### config.mk
export PLATFORM = sky130hd
export DESIGN_NAME = vbrc_top
export DESIGN_NICKNAME = d
export VERILOG_FILES = /design/src/pkg/vbrc_pkg.sv /design/src/core/vbrc_selfclear.sv /design/src/core/vbrc_top.sv
export SDC_FILE = /design/constraint.sdc
export NUM_CORES = 1
export LEC_CHECK = 0
export ABC_AREA = 1
export BUFFER_PORTS_ARGS = -buffer_cell sky130_fd_sc_hd__buf_2
export CAP_MARGIN = 5
export CORE_MARGIN = 4
export CORE_UTILIZATION = 49
export CTS_BUF_LIST = sky130_fd_sc_hd__clkbuf_2 sky130_fd_sc_hd__clkbuf_4 sky130_fd_sc_hd__clkbuf_8
export DETAILED_ROUTE_END_ITERATION = 8
export GPL_TIMING_DRIVEN = 1
export PLACE_DENSITY = 0.82
export SLEW_MARGIN = 20
export SYNTH_ARGS = -nofsm -noshare
export SYNTH_HDL_FRONTEND = slang
export SYNTH_SLANG_ARGS = --single-unit
### constraint.sdc
create_clock -name mclk -period 2.73 [get_ports mclk]
set_input_delay 0.4095 -clock mclk [delete_from_list [all_inputs] [get_ports mclk]]
set_output_delay 0.4095 -clock mclk [all_outputs]
set_load 0.01 [all_outputs]
### src/pkg/vbrc_pkg.sv
// Constants for the vector base and reset control block.
// Assumes a single 10 MHz core clock and the simple register port.
//
// What this block does
// - Bit 29 of the vector table register picks code space (0) or SRAM space (1).
// - Bits 28 to 7 hold an offset that is added to the chosen space start.
// - A reset-control write counts only when bits 31 to 16 carry 0x5FA.
// - A reset-control read returns 0xFA05 in its upper sixteen bits.
// - Bit 15 of the reset-control register reports byte order, 1 big-endian.
// - Bits 10 to 8 split each priority byte into pre-emption and sub-priority.
// - Writing 1 to bit 2 raises the reset request until the warm reset clears it.
// - Writing 1 to bit 1 clears all active exception state, then reads 0 again.
// - Writing 1 to bit 0 resets the system but debug, then clears; 0 does nothing.
package vbrc_pkg;

  // ---------------------------------------------------------------
  // Register port
  // ---------------------------------------------------------------
  localparam int          ADDR_W      = 8;
  localparam int          DATA_W      = 32;
  localparam logic [7:0]  VTO_OFFSET  = 8'h08;
  localparam logic [7:0]  IRC_OFFSET  = 8'h0C;

  // ---------------------------------------------------------------
  // Vector table register fields
  // ---------------------------------------------------------------
  localparam int          VTO_SPACE_BIT = 29;
  localparam int          VTO_OFF_MSB   = 28;
  localparam int          VTO_OFF_LSB   = 7;
  localparam int          VTO_OFF_W     = VTO_OFF_MSB - VTO_OFF_LSB + 1;
  localparam logic [31:0] VTO_RESET     = 32'h0000_0000;

  // ---------------------------------------------------------------
  // Reset-control register fields
  // ---------------------------------------------------------------
  localparam int          IRC_KEY_MSB    = 31;
  localparam int          IRC_KEY_LSB    = 16;
  localparam logic [15:0] IRC_WRITE_KEY  = 16'h05FA;
  localparam logic [15:0] IRC_READ_KEY   = 16'hFA05;
  localparam int          IRC_ORDER_BIT  = 15;
  localparam int          IRC_SPLIT_MSB  = 10;
  localparam int          IRC_SPLIT_LSB  = 8;
  localparam int          IRC_SYSREQ_BIT = 2;
  localparam int          IRC_CLRACT_BIT = 1;
  localparam int          IRC_LRST_BIT   = 0;
  localparam logic [31:0] IRC_RESET      = 32'h0000_0000;
  localparam logic [2:0]  SPLIT_RESET    = 3'h0;

  // ---------------------------------------------------------------
  // Address space starts
  // ---------------------------------------------------------------
  localparam logic [31:0] CODE_SPACE_BASE = 32'h0000_0000;
  localparam logic [31:0] SRAM_SPACE_BASE = 32'h2000_0000;

endpackage

### src/core/vbrc_selfclear.sv
// Self-clearing command bits: one write of 1 gives a one-cycle pulse.
// Assumes fire inputs are already on the core clock.
`timescale 1ns/1ps
module vbrc_selfclear #(
  parameter int WIDTH = 2
) (
  // Clock and reset
  input  wire logic             mclk,
  input  wire logic             sys_rst,
  // Command bits and pulses
  input  wire logic [WIDTH-1:0] fire,
  output logic      [WIDTH-1:0] pulse
);

  // ---------------------------------------------------------------
  // One flop per command bit
  // ---------------------------------------------------------------
  genvar gi;
  generate
    for (gi = 0; gi < WIDTH; gi++) begin : g_bit
      logic pulse_reg;
      logic pulse_next;

      // Bit falls back to 0 on its own one cycle later
      always_comb begin
        pulse_next = fire[gi];
      end

      always_ff @(posedge mclk or posedge sys_rst) begin
        if (sys_rst) begin
          pulse_reg <= 1'b0;
        end else begin
          pulse_reg <= pulse_next;
        end
      end

      assign pulse[gi] = pulse_reg;
    end
  endgenerate

endmodule

### src/core/vbrc_top.sv
// Vector table base and application reset control registers.
// Assumes a register master on mclk that never needs a wait state,
// and a byte order strap pin that may change asynchronously.
`timescale 1ns/1ps
module vbrc_top
  import vbrc_pkg::*;
#(
  parameter logic [31:0] CODE_BASE = vbrc_pkg::CODE_SPACE_BASE,
  parameter logic [31:0] SRAM_BASE = vbrc_pkg::SRAM_SPACE_BASE
) (
  // Clock and reset
  input  wire logic                        mclk,
  input  wire logic                        sys_rst,
  // Register port
  input  wire logic [vbrc_pkg::ADDR_W-1:0] reg_addr,
  input  wire logic [vbrc_pkg::DATA_W-1:0] reg_wdata,
  input  wire logic                        reg_wr,
  input  wire logic                        reg_rd,
  output logic      [vbrc_pkg::DATA_W-1:0] reg_rdata,
  // Strap pin
  input  wire logic                        byte_order_pin,
  // Core side
  output logic      [31:0]                 vector_base,
  output logic                             table_space_select,
  output logic      [2:0]                  priority_split,
  output logic      [7:0]                  preempt_mask,
  output logic                             system_reset_request,
  output logic                             clear_active_state,
  output logic                             local_system_reset
);

  // ---------------------------------------------------------------
  // Decode
  // ---------------------------------------------------------------
  logic vto_hit;
  logic irc_hit;
  logic key_ok;
  logic irc_wr_ok;

  assign vto_hit   = (reg_addr == VTO_OFFSET);
  assign irc_hit   = (reg_addr == IRC_OFFSET);
  assign key_ok    = (reg_wdata[IRC_KEY_MSB:IRC_KEY_LSB] == IRC_WRITE_KEY);
  assign irc_wr_ok = reg_wr && irc_hit && key_ok;

  // ---------------------------------------------------------------
  // Byte order strap synchroniser
  // ---------------------------------------------------------------
  logic order_meta_reg;
  logic order_sync_reg;
  logic byte_order_reg;
  logic byte_order_next;

  // Strap read only after three flops; reset value is little-endian
  always_comb begin
    byte_order_next = order_sync_reg;
  end

  always_ff @(posedge mclk or posedge sys_rst) begin
    if (sys_rst) begin
      order_meta_reg <= 1'b0;
      order_sync_reg <= 1'b0;
      byte_order_reg <= 1'b0;
    end else begin
      order_meta_reg <= byte_order_pin;
      order_sync_reg <= order_meta_reg;
      byte_order_reg <= byte_order_next;
    end
  end

  // ---------------------------------------------------------------
  // Vector table register
  // ---------------------------------------------------------------
  logic                 space_reg;
  logic                 space_next;
  logic [VTO_OFF_W-1:0] offset_reg;
  logic [VTO_OFF_W-1:0] offset_next;
  logic [31:0]          base_reg;
  logic [31:0]          base_next;

  // Base follows the fields in the same edge, so no stale window
  always_comb begin
    space_next  = space_reg;
    offset_next = offset_reg;
    if (reg_wr && vto_hit) begin
      space_next  = reg_wdata[VTO_SPACE_BIT];
      offset_next = reg_wdata[VTO_OFF_MSB:VTO_OFF_LSB];
    end
    // Alignment is software's duty; low bits are simply not stored
    base_next = (space_next ? SRAM_BASE : CODE_BASE)
              + {3'h0, offset_next, 7'h00};
  end

  always_ff @(posedge mclk or posedge sys_rst) begin
    if (sys_rst) begin
      space_reg  <= VTO_RESET[VTO_SPACE_BIT];
      offset_reg <= VTO_RESET[VTO_OFF_MSB:VTO_OFF_LSB];
      base_reg   <= CODE_BASE;
    end else begin
      space_reg  <= space_next;
      offset_reg <= offset_next;
      base_reg   <= base_next;
    end
  end

  // ---------------------------------------------------------------
  // Reset-control register
  // ---------------------------------------------------------------
  logic [2:0] split_reg;
  logic [2:0] split_next;
  logic [7:0] mask_reg;
  logic [7:0] mask_next;
  logic       sysreq_reg;
  logic       sysreq_next;
  logic [1:0] fire;
  logic [1:0] pulse;

  // Only a keyed write touches the fields
  always_comb begin
    split_next  = split_reg;
    sysreq_next = sysreq_reg;
    if (irc_wr_ok) begin
      split_next = reg_wdata[IRC_SPLIT_MSB:IRC_SPLIT_LSB];
      if (reg_wdata[IRC_SYSREQ_BIT]) begin
        sysreq_next = 1'b1;
      end
    end
    // Pre-emption bits are the top 7-split bits of a priority byte
    mask_next = 8'hFF << ({1'b0, split_next} + 4'h1);
  end

  // Request held until the warm reset it causes clears it
  always_ff @(posedge mclk or posedge sys_rst) begin
    if (sys_rst) begin
      split_reg  <= SPLIT_RESET;
      mask_reg   <= 8'hFE;
      sysreq_reg <= IRC_RESET[IRC_SYSREQ_BIT];
    end else begin
      split_reg  <= split_next;
      mask_reg   <= mask_next;
      sysreq_reg <= sysreq_next;
    end
  end

  // Writing 0 leaves these quiet
  assign fire[1] = irc_wr_ok && reg_wdata[IRC_CLRACT_BIT];
  assign fire[0] = irc_wr_ok && reg_wdata[IRC_LRST_BIT];

  vbrc_selfclear #(
    .WIDTH (2)
  ) u_selfclear (
    .mclk    (mclk),
    .sys_rst (sys_rst),
    .fire    (fire),
    .pulse   (pulse)
  );

  // ---------------------------------------------------------------
  // Read path
  // ---------------------------------------------------------------
  logic [31:0] rdata_reg;
  logic [31:0] rdata_next;

  // Data stand only in the cycle after the strobe; unmapped reads 0
  always_comb begin
    rdata_next = 32'h0000_0000;
    if (reg_rd && vto_hit) begin
      rdata_next[VTO_SPACE_BIT]           = space_reg;
      rdata_next[VTO_OFF_MSB:VTO_OFF_LSB] = offset_reg;
    end else if (reg_rd && irc_hit) begin
      rdata_next[IRC_KEY_MSB:IRC_KEY_LSB]     = IRC_READ_KEY;
      rdata_next[IRC_ORDER_BIT]               = byte_order_reg;
      rdata_next[IRC_SPLIT_MSB:IRC_SPLIT_LSB] = split_reg;
      rdata_next[IRC_SYSREQ_BIT]              = sysreq_reg;
      rdata_next[IRC_CLRACT_BIT]              = pulse[1];
      rdata_next[IRC_LRST_BIT]                = pulse[0];
    end
  end

  always_ff @(posedge mclk or posedge sys_rst) begin
    if (sys_rst) begin
      rdata_reg <= 32'h0000_0000;
    end else begin
      rdata_reg <= rdata_next;
    end
  end

  // ---------------------------------------------------------------
  // Outputs
  // ---------------------------------------------------------------
  assign reg_rdata            = rdata_reg;
  assign vector_base          = base_reg;
  assign table_space_select   = space_reg;
  assign priority_split       = split_reg;
  assign preempt_mask         = mask_reg;
  assign system_reset_request = sysreq_reg;
  assign clear_active_state   = pulse[1];
  assign local_system_reset   = pulse[0];

  // ---------------------------------------------------------------
  // Assertions
  // ---------------------------------------------------------------
  property p_space_select;
    @(posedge mclk) disable iff (sys_rst)
    (reg_wr && vto_hit) |=> (vector_base - {3'h0, offset_reg, 7'h00})
      == ($past(reg_wdata[VTO_SPACE_BIT]) ? SRAM_BASE : CODE_BASE);
  endproperty
  a_space_select: assert property (p_space_select)
    else $error("vector base not in the selected space");

  property p_offset_add;
    @(posedge mclk) disable iff (sys_rst)
    (reg_wr && vto_hit && !reg_wdata[VTO_SPACE_BIT]) |=>
      vector_base == CODE_BASE + {3'h0, $past(reg_wdata[VTO_OFF_MSB:VTO_OFF_LSB]), 7'h00}
      ##1 ($past(reg_wr && vto_hit) || $stable(vector_base));
  endproperty
  a_offset_add: assert property (p_offset_add)
    else $error("vector base offset wrong");

  property p_bad_key;
    @(posedge mclk) disable iff (sys_rst)
    (reg_wr && irc_hit && !key_ok) |=>
      $stable(priority_split) && !clear_active_state && !local_system_reset;
  endproperty
  a_bad_key: assert property (p_bad_key)
    else $error("unkeyed write changed reset control");

  property p_read_key;
    @(posedge mclk) disable iff (sys_rst)
    (reg_rd && irc_hit) |=> reg_rdata[IRC_KEY_MSB:IRC_KEY_LSB] == IRC_READ_KEY;
  endproperty
  a_read_key: assert property (p_read_key)
    else $error("key readback pattern wrong");

  property p_byte_order;
    @(posedge mclk) disable iff (sys_rst)
    (reg_rd && irc_hit) |=> reg_rdata[IRC_ORDER_BIT] == $past(order_sync_reg, 2);
  endproperty
  a_byte_order: assert property (p_byte_order)
    else $error("byte order bit wrong");

  property p_split;
    @(posedge mclk) disable iff (sys_rst)
    irc_wr_ok |=> priority_split == $past(reg_wdata[IRC_SPLIT_MSB:IRC_SPLIT_LSB])
      && preempt_mask[7] == (priority_split != 3'h7) && !preempt_mask[0];
  endproperty
  a_split: assert property (p_split)
    else $error("priority split or mask wrong");

  property p_sysreq;
    @(posedge mclk) disable iff (sys_rst)
    $rose(system_reset_request) |-> $past(irc_wr_ok && reg_wdata[IRC_SYSREQ_BIT])
      ##1 system_reset_request [*3];
  endproperty
  a_sysreq: assert property (p_sysreq)
    else $error("reset request not held");

  property p_clear_active;
    @(posedge mclk) disable iff (sys_rst)
    (irc_wr_ok && reg_wdata[IRC_CLRACT_BIT]) |=> clear_active_state
      ##1 (!clear_active_state || $past(irc_wr_ok && reg_wdata[IRC_CLRACT_BIT]));
  endproperty
  a_clear_active: assert property (p_clear_active)
    else $error("clear active pulse wrong");

  property p_local_reset;
    @(posedge mclk) disable iff (sys_rst)
    local_system_reset |-> $past(irc_wr_ok && reg_wdata[IRC_LRST_BIT]);
  endproperty
  a_local_reset: assert property (p_local_reset)
    else $error("local reset without keyed write of 1");

  property p_reserved;
    @(posedge mclk) disable iff (sys_rst)
    reg_rd |=> reg_rdata[6:3] == 4'h0
      && ($past(irc_hit) ? (reg_rdata[14:11] == 4'h0 && !reg_rdata[7])
                         : (reg_rdata[31:30] == 2'h0 && reg_rdata[2:0] == 3'h0));
  endproperty
  a_reserved: assert property (p_reserved)
    else $error("reserved bits not zero");

  c_keyed_write: cover property (@(posedge mclk) disable iff (sys_rst) irc_wr_ok);
  c_bad_key: cover property (@(posedge mclk) disable iff (sys_rst)
    reg_wr && irc_hit && !key_ok);
  c_sram_table: cover property (@(posedge mclk) disable iff (sys_rst)
    $rose(table_space_select));
  c_reset_req: cover property (@(posedge mclk) disable iff (sys_rst)
    $rose(system_reset_request));

endmodule

==> results.sh, run 1 <==
export IMPL_powerDensity_mw_per_mm2=551
export IMPL_worst_path_max_delay_cell="ha_1"
export IMPL_numClockSinks=67
export IMPL_critical_path_class="primary input to register"
export IMPL_drv_cap=0
export IMPL_synth_area_leaders="dfrtp_1 (53%), dfstp_2 (6.5%), inv_1 (5.5%), nor2_1 (5.2%), nand2_1 (4.5%)"
export IMPL_grt_pass1_vias=2117
export IMPL_required_ps=3000
export IMPL_status="complete, no violations"
export IMPL_fin_tns_setup_ps=0
export IMPL_crit_chain="buf_2 -> inv_1 -> nand2_1 -> nor2_1 -> nand2_2 -> nor2_8 -> nand2_4 -> nand2_1 -> nand2_2 -> ha_1 -> inv_1 -> nand3_2 -> nand2_1 -> nand2_1 -> nor2_2"
export IMPL_via_count=2031
export IMPL_netlist_area_mm2=0.00282
export IMPL_max_freq_mhz=601
export IMPL_endpoint_kind="register"
export IMPL_final_setup_skew_ps=6.06
export IMPL_drt_pass1_iter_count=4
export IMPL_p_total_w=0.00196
export IMPL_fin_crit_ps=1660
export IMPL_synthCells=272
export IMPL_crit_fanout=4
export IMPL_grt_max_degree=44
export IMPL_yosysSeqAreaShare_pct=59.8
export IMPL_io_pins=124
export IMPL_cts_setup_buffers=0
export IMPL_fin_area_mm2=0.00355
export IMPL_grt_overflow=0
export IMPL_crit_start="reg_addr[1]"
export IMPL_layout_commonest_cell="buf_2"
export IMPL_rsz0062_at_grt="no"
export IMPL_ys_seq_elements=67
export IMPL_cts_made_buffers=9
export IMPL_start_util_pct=50.9
export IMPL_max_stage_delay_ps=220
export IMPL_layout_common_cells="buf_2 (106), dfrtp_1 (60), inv_1 (40)"
export IMPL_gr_usage_all_layers_pct=18.1
export IMPL_cp_arrival_ps=1930
export IMPL_routed_wl_um=5900
export IMPL_max_vdd_ir_drop_v=0.000317
export IMPL_cts_resized=0
export IMPL_fin_nets=426
export IMPL_r2r_start="priority_split[0]"
export IMPL_die_w_um=83.9
export IMPL_hp_class="primary input to async pin"
export IMPL_place_area_mm2=0.00335
export IMPL_vias_per_cell=4.44
export IMPL_yosys_warnings=0
export IMPL_grt_pass1_wl_um=9960
export IMPL_hold_viol_final=0
export IMPL_ctsLongestPathBuffers=2
export IMPL_hold_buffers=0
export IMPL_clk_pin_slew_ps=70
export IMPL_io_buffers=106
export IMPL_core_mm2=0.00554
export IMPL_dieArea_mm2=0.00703
export IMPL_finalCritPeriodShare_pct=60.9
export IMPL_dpl_hpwl_um=4540
export IMPL_cts_tree="yes"
export IMPL_antenna_found_initial=0
export IMPL_die_y_um=83.9
export IMPL_num_antenna_cells=0
export IMPL_syn_to_final_growth_pct=25.8
export IMPL_largest_reg_flops=27
export IMPL_ant_nets=0
export IMPL_hold_slack_ps=124
export IMPL_drt_initial_drc_count=63
export IMPL_syn_avg_cell_area_um2=10.4
export IMPL_cts_root_buf="clkbuf_8"
export IMPL_worst_pin_slew_ps=562
export IMPL_ys_types=29
export IMPL_synth_top_area_share_pct=53.2
export IMPL_yosysTopAreaCell="dfrtp_1"
export IMPL_wire_per_inst_um=12.9
export IMPL_critPathMostFrequentCell="nand2_1"
export IMPL_drive_gt1_share_pct=44.9
export IMPL_place_gp_congestion=0.774
export IMPL_worstSkewPairLatency_ps=330
export IMPL_h_tree_depth=3
export IMPL_row_count=27
export IMPL_place_inst=441
export IMPL_layout_cells_non_filler=457
export IMPL_critPathLaunchType="primary input"
export IMPL_setup_viol=0
export IMPL_slew_headroom_pct=62.5
export IMPL_finalMaxSlewViolations=0
export IMPL_drc=0
export IMPL_p_leak_nw=2.16
-- per-stage QoR --
step / util [%] / setup WS, ps
final: 64.0 / 1070
after global routing: 64.0 / 939
after CTS: 64.0 / 1070
after detailed placement: 60.5 / 730
after global placement: 60.5 / 779
after floorplan: - / 649
-- layer usage --
metal	routed length (µm)	GRT usage, %	part of all wire (%)	up-vias
met5	0	0	0	-
met4	117	8.77	2.0	0
met3	367	3.95	6.2	8
met2	3120	31.4	53	70
met1	2300	21.2	39	940
li1	-	-	-	1013
-- final timing paths --
path / to / slack, ps / depth (start not counted)
min in group mclk: order_meta_reg / 180 / 1
max in group asynchronous: preempt_mask[4] / 1930 / 3
worst min register to register: byte_order_next / 350 / 0
worst max-delay path: preempt_mask[1] / 1070 / 15
worst max register to register: preempt_mask[1] / 1460 / 8
worst min-delay path: offset_reg[19] / 120 / 2
-- final cells by class --
class / instances / area [µm²]
Clock buffer: 11 / 145
Clock inverter: 5 / 52.6
Fill cell: 462 / 1990
Inverter: 46 / 173
Multi-Input combinational cell: 149 / 852
Sequential cell: 67 / 1690
Tap cell: 72 / 90.1
Timing Repair Buffer: 107 / 551
-- cells in the mapped netlist, drive strengths merged --
| cell type | n |
|---|---|
| a21oi | 14 |
| ha | 1 |
| nor2 | 46 |
| nand3 | 13 |
| nand4 | 2 |
| inv | 46 |
| buf | 18 |
| nand2 | 44 |
| o21ai | 9 |
| dfrtp | 60 |
| conb | 1 |
| nand3b | 1 |
| dfstp | 7 |
| clkbuf | 4 |
| a32o | 2 |
| mux2 | 4 |
-- logic make-up after synthesis --
family                   share of synthesized area, %
AND/OR/NAND/NOR                                  20.2
other                                           0.133
flip-flops                                       59.8
adder cells (fa/ha/maj)                         0.444
AO/OA/AOI/OAI                                    6.12
buffers and inverters                            11.6
multiplexers                                     1.73
-- report_power, final --
group / internal [W] / total [W] / switching, W / leakage (nW)
Sequential: 0.00101 / 0.00102 / 0.0000111 / 0.829
Clock: 0.000452 / 0.000799 / 0.000347 / 0.103
Combinational: 0.0000508 / 0.000133 / 0.0000820 / 1.22
Total: 0.00151 / 0.00196 / 0.000440 / 2.16
-- worst max-delay path: cells and delay by family --
kind	cells	cell delay [ps]
and+or+nand+nor	11	1060
buffers and inverters	3	230
adders and majority gates	1	220
Note: power is estimated with default switching activity, not from simulation.
==> run 2: changes to the inputs <==
==> constraint.sdc (replaced) <==
create_clock -name mclk -period 1.7 [get_ports mclk]
set_input_delay 0.255 -clock mclk [delete_from_list [all_inputs] [get_ports mclk]]
set_output_delay 0.255 -clock mclk [all_outputs]
set_load 0.01 [all_outputs]
==> results.sh, run 2 (synthesis results as in run 1) <==
export IMPL_status="complete, no violations"
export IMPL_layout_cells_non_filler=472
export IMPL_critical_path_class="primary input to register"
export IMPL_antenna_found_initial=0
export IMPL_clk_pin_slew_ps=70
export IMPL_row_count=27
export IMPL_crit_fanout=3
export IMPL_pre_cts_ws_ps=-35.3
export IMPL_fin_crit_ps=1410
export IMPL_hold_slack_ps=31.9
export IMPL_place_inst=456
export IMPL_drc=0
export IMPL_layout_setup_ws_ps=294
export IMPL_cts_made_buffers=9
export IMPL_drt_pass1_iter_count=4
export IMPL_fin_nets=442
export IMPL_cp_arrival_ps=1670
export IMPL_hold_viol_final=0
export IMPL_drive_gt1_share_pct=46.8
export IMPL_finalCritPeriodShare_pct=82.7
export IMPL_p_total_w=0.00305
export IMPL_vias_per_cell=4.45
export IMPL_cts_setup_buffers=0
export IMPL_rsz0062_at_grt="no"
export IMPL_dpl_hpwl_um=4700
export IMPL_routed_wl_um=5910
export IMPL_fin_util_pct=66.5
export IMPL_endpoint_kind="register"
export IMPL_via_count=2101
export IMPL_setup_viol=0
export IMPL_required_ps=1960
export IMPL_die_y_um=83.9
export IMPL_start_util_pct=50.9
export IMPL_p_leak_nw=2.23
export IMPL_hp_class="primary input to register"
export IMPL_grt_pass1_vias=2222
export IMPL_largest_reg_flops=27
export IMPL_cts_root_buf="clkbuf_8"
export IMPL_grt_max_degree=42
export IMPL_final_setup_skew_ps=4.57
export IMPL_grt_overflow=0
export IMPL_grt_pass1_wl_um=10100
export IMPL_die_w_um=83.9
export IMPL_worstSkewPairLatency_ps=320
export IMPL_ant_nets=0
export IMPL_syn_to_final_growth_pct=30.7
export IMPL_critPathLaunchType="primary input"
export IMPL_io_pins=124
export IMPL_num_antenna_cells=0
export IMPL_core_mm2=0.00554
export IMPL_ctsLongestPathBuffers=2
export IMPL_drv_cap=0
export IMPL_powerDensity_mw_per_mm2=827
export IMPL_finalMaxSlewViolations=0
export IMPL_wire_per_inst_um=12.5
export IMPL_layout_common_cells="buf_2 (106), dfrtp_1 (60), inv_1 (40)"
export IMPL_max_freq_mhz=711
export IMPL_gr_usage_all_layers_pct=18.3
export IMPL_cts_tree="yes"
export IMPL_drt_initial_drc_count=68
export IMPL_layout_commonest_cell="buf_2"
export IMPL_dieArea_mm2=0.00703
export IMPL_h_tree_depth=3
export IMPL_place_gp_congestion=0.785
export IMPL_max_vdd_ir_drop_v=0.000505
export IMPL_numClockSinks=67
export IMPL_io_buffers=106
[run 2: timing repair]
item                                   CTS  global route
hold buffers                             1             0
endpoints found under the hold margin   26             0
resized for setup                        0             0
[run 2: final timing paths]
path                            slack, ps         endpoint              start  cells past startpoint
worst max-delay path                  290  preempt_mask[1]      reg_wdata[28]                     15
worst min-delay path                   30   order_meta_reg     byte_order_pin                      1
worst max register to register        520  preempt_mask[1]  priority_split[0]                      8
worst min register to register        350   byte_order_reg    byte_order_next                      0
max in group asynchronous             880  preempt_mask[6]            sys_rst                      4
min in group asynchronous             530     reg_rdata[7]            sys_rst                      4
[run 2: through the flow]
stage	setup TNS [ps]	instance area [µm²]
floorplan	0	2870
global placement	-0.340	3490
detailed placement	-83.5	3490
CTS	0	3680
global route	0	3680
finish	0	3680
[run 2: metal layers]
| metal | vias up | wire length [µm] | track usage, % |
|---|---|---|---|
| li1 | 1046 | - | - |
| met1 | 964 | 2310 | 21.4 |
| met2 | 76 | 2990 | 30.0 |
| met3 | 15 | 426 | 5.23 |
| met4 | 0 | 179 | 10.4 |
| met5 | - | 0 | 0 |
[run 2: layout make-up]
type                       instances  area (µm²)
timing repair buffer             123         698
clock buffer                      13         173
clock inverter                     2        10.0
multi-input combinational        149         852
inverter                          46         176
sequential                        67        1690
fill                             440        1860
tap                               72        90.1
[run 2: power by group]
part | total [W] | internal, W | leakage, nW | switching [W]
Sequential | 0.00164 | 0.00163 | 0.829 | 0.0000177
Clock | 0.00118 | 0.000652 | 0.0987 | 0.000528
Combinational | 0.000224 | 0.0000917 | 1.30 | 0.000133
[run 2: worst max-delay path, cell delays in order]
cell	delay, ps
buf_2	90
inv_1	60
nand2_1	50
nor2_1	200
nand2_2	130
nor2_8	120
nand2_4	60
nand2_1	70
nand2_2	60
ha_1	200
inv_1	70
nand3_2	80
nand2_1	100
nand2_1	70
nor2_2	70
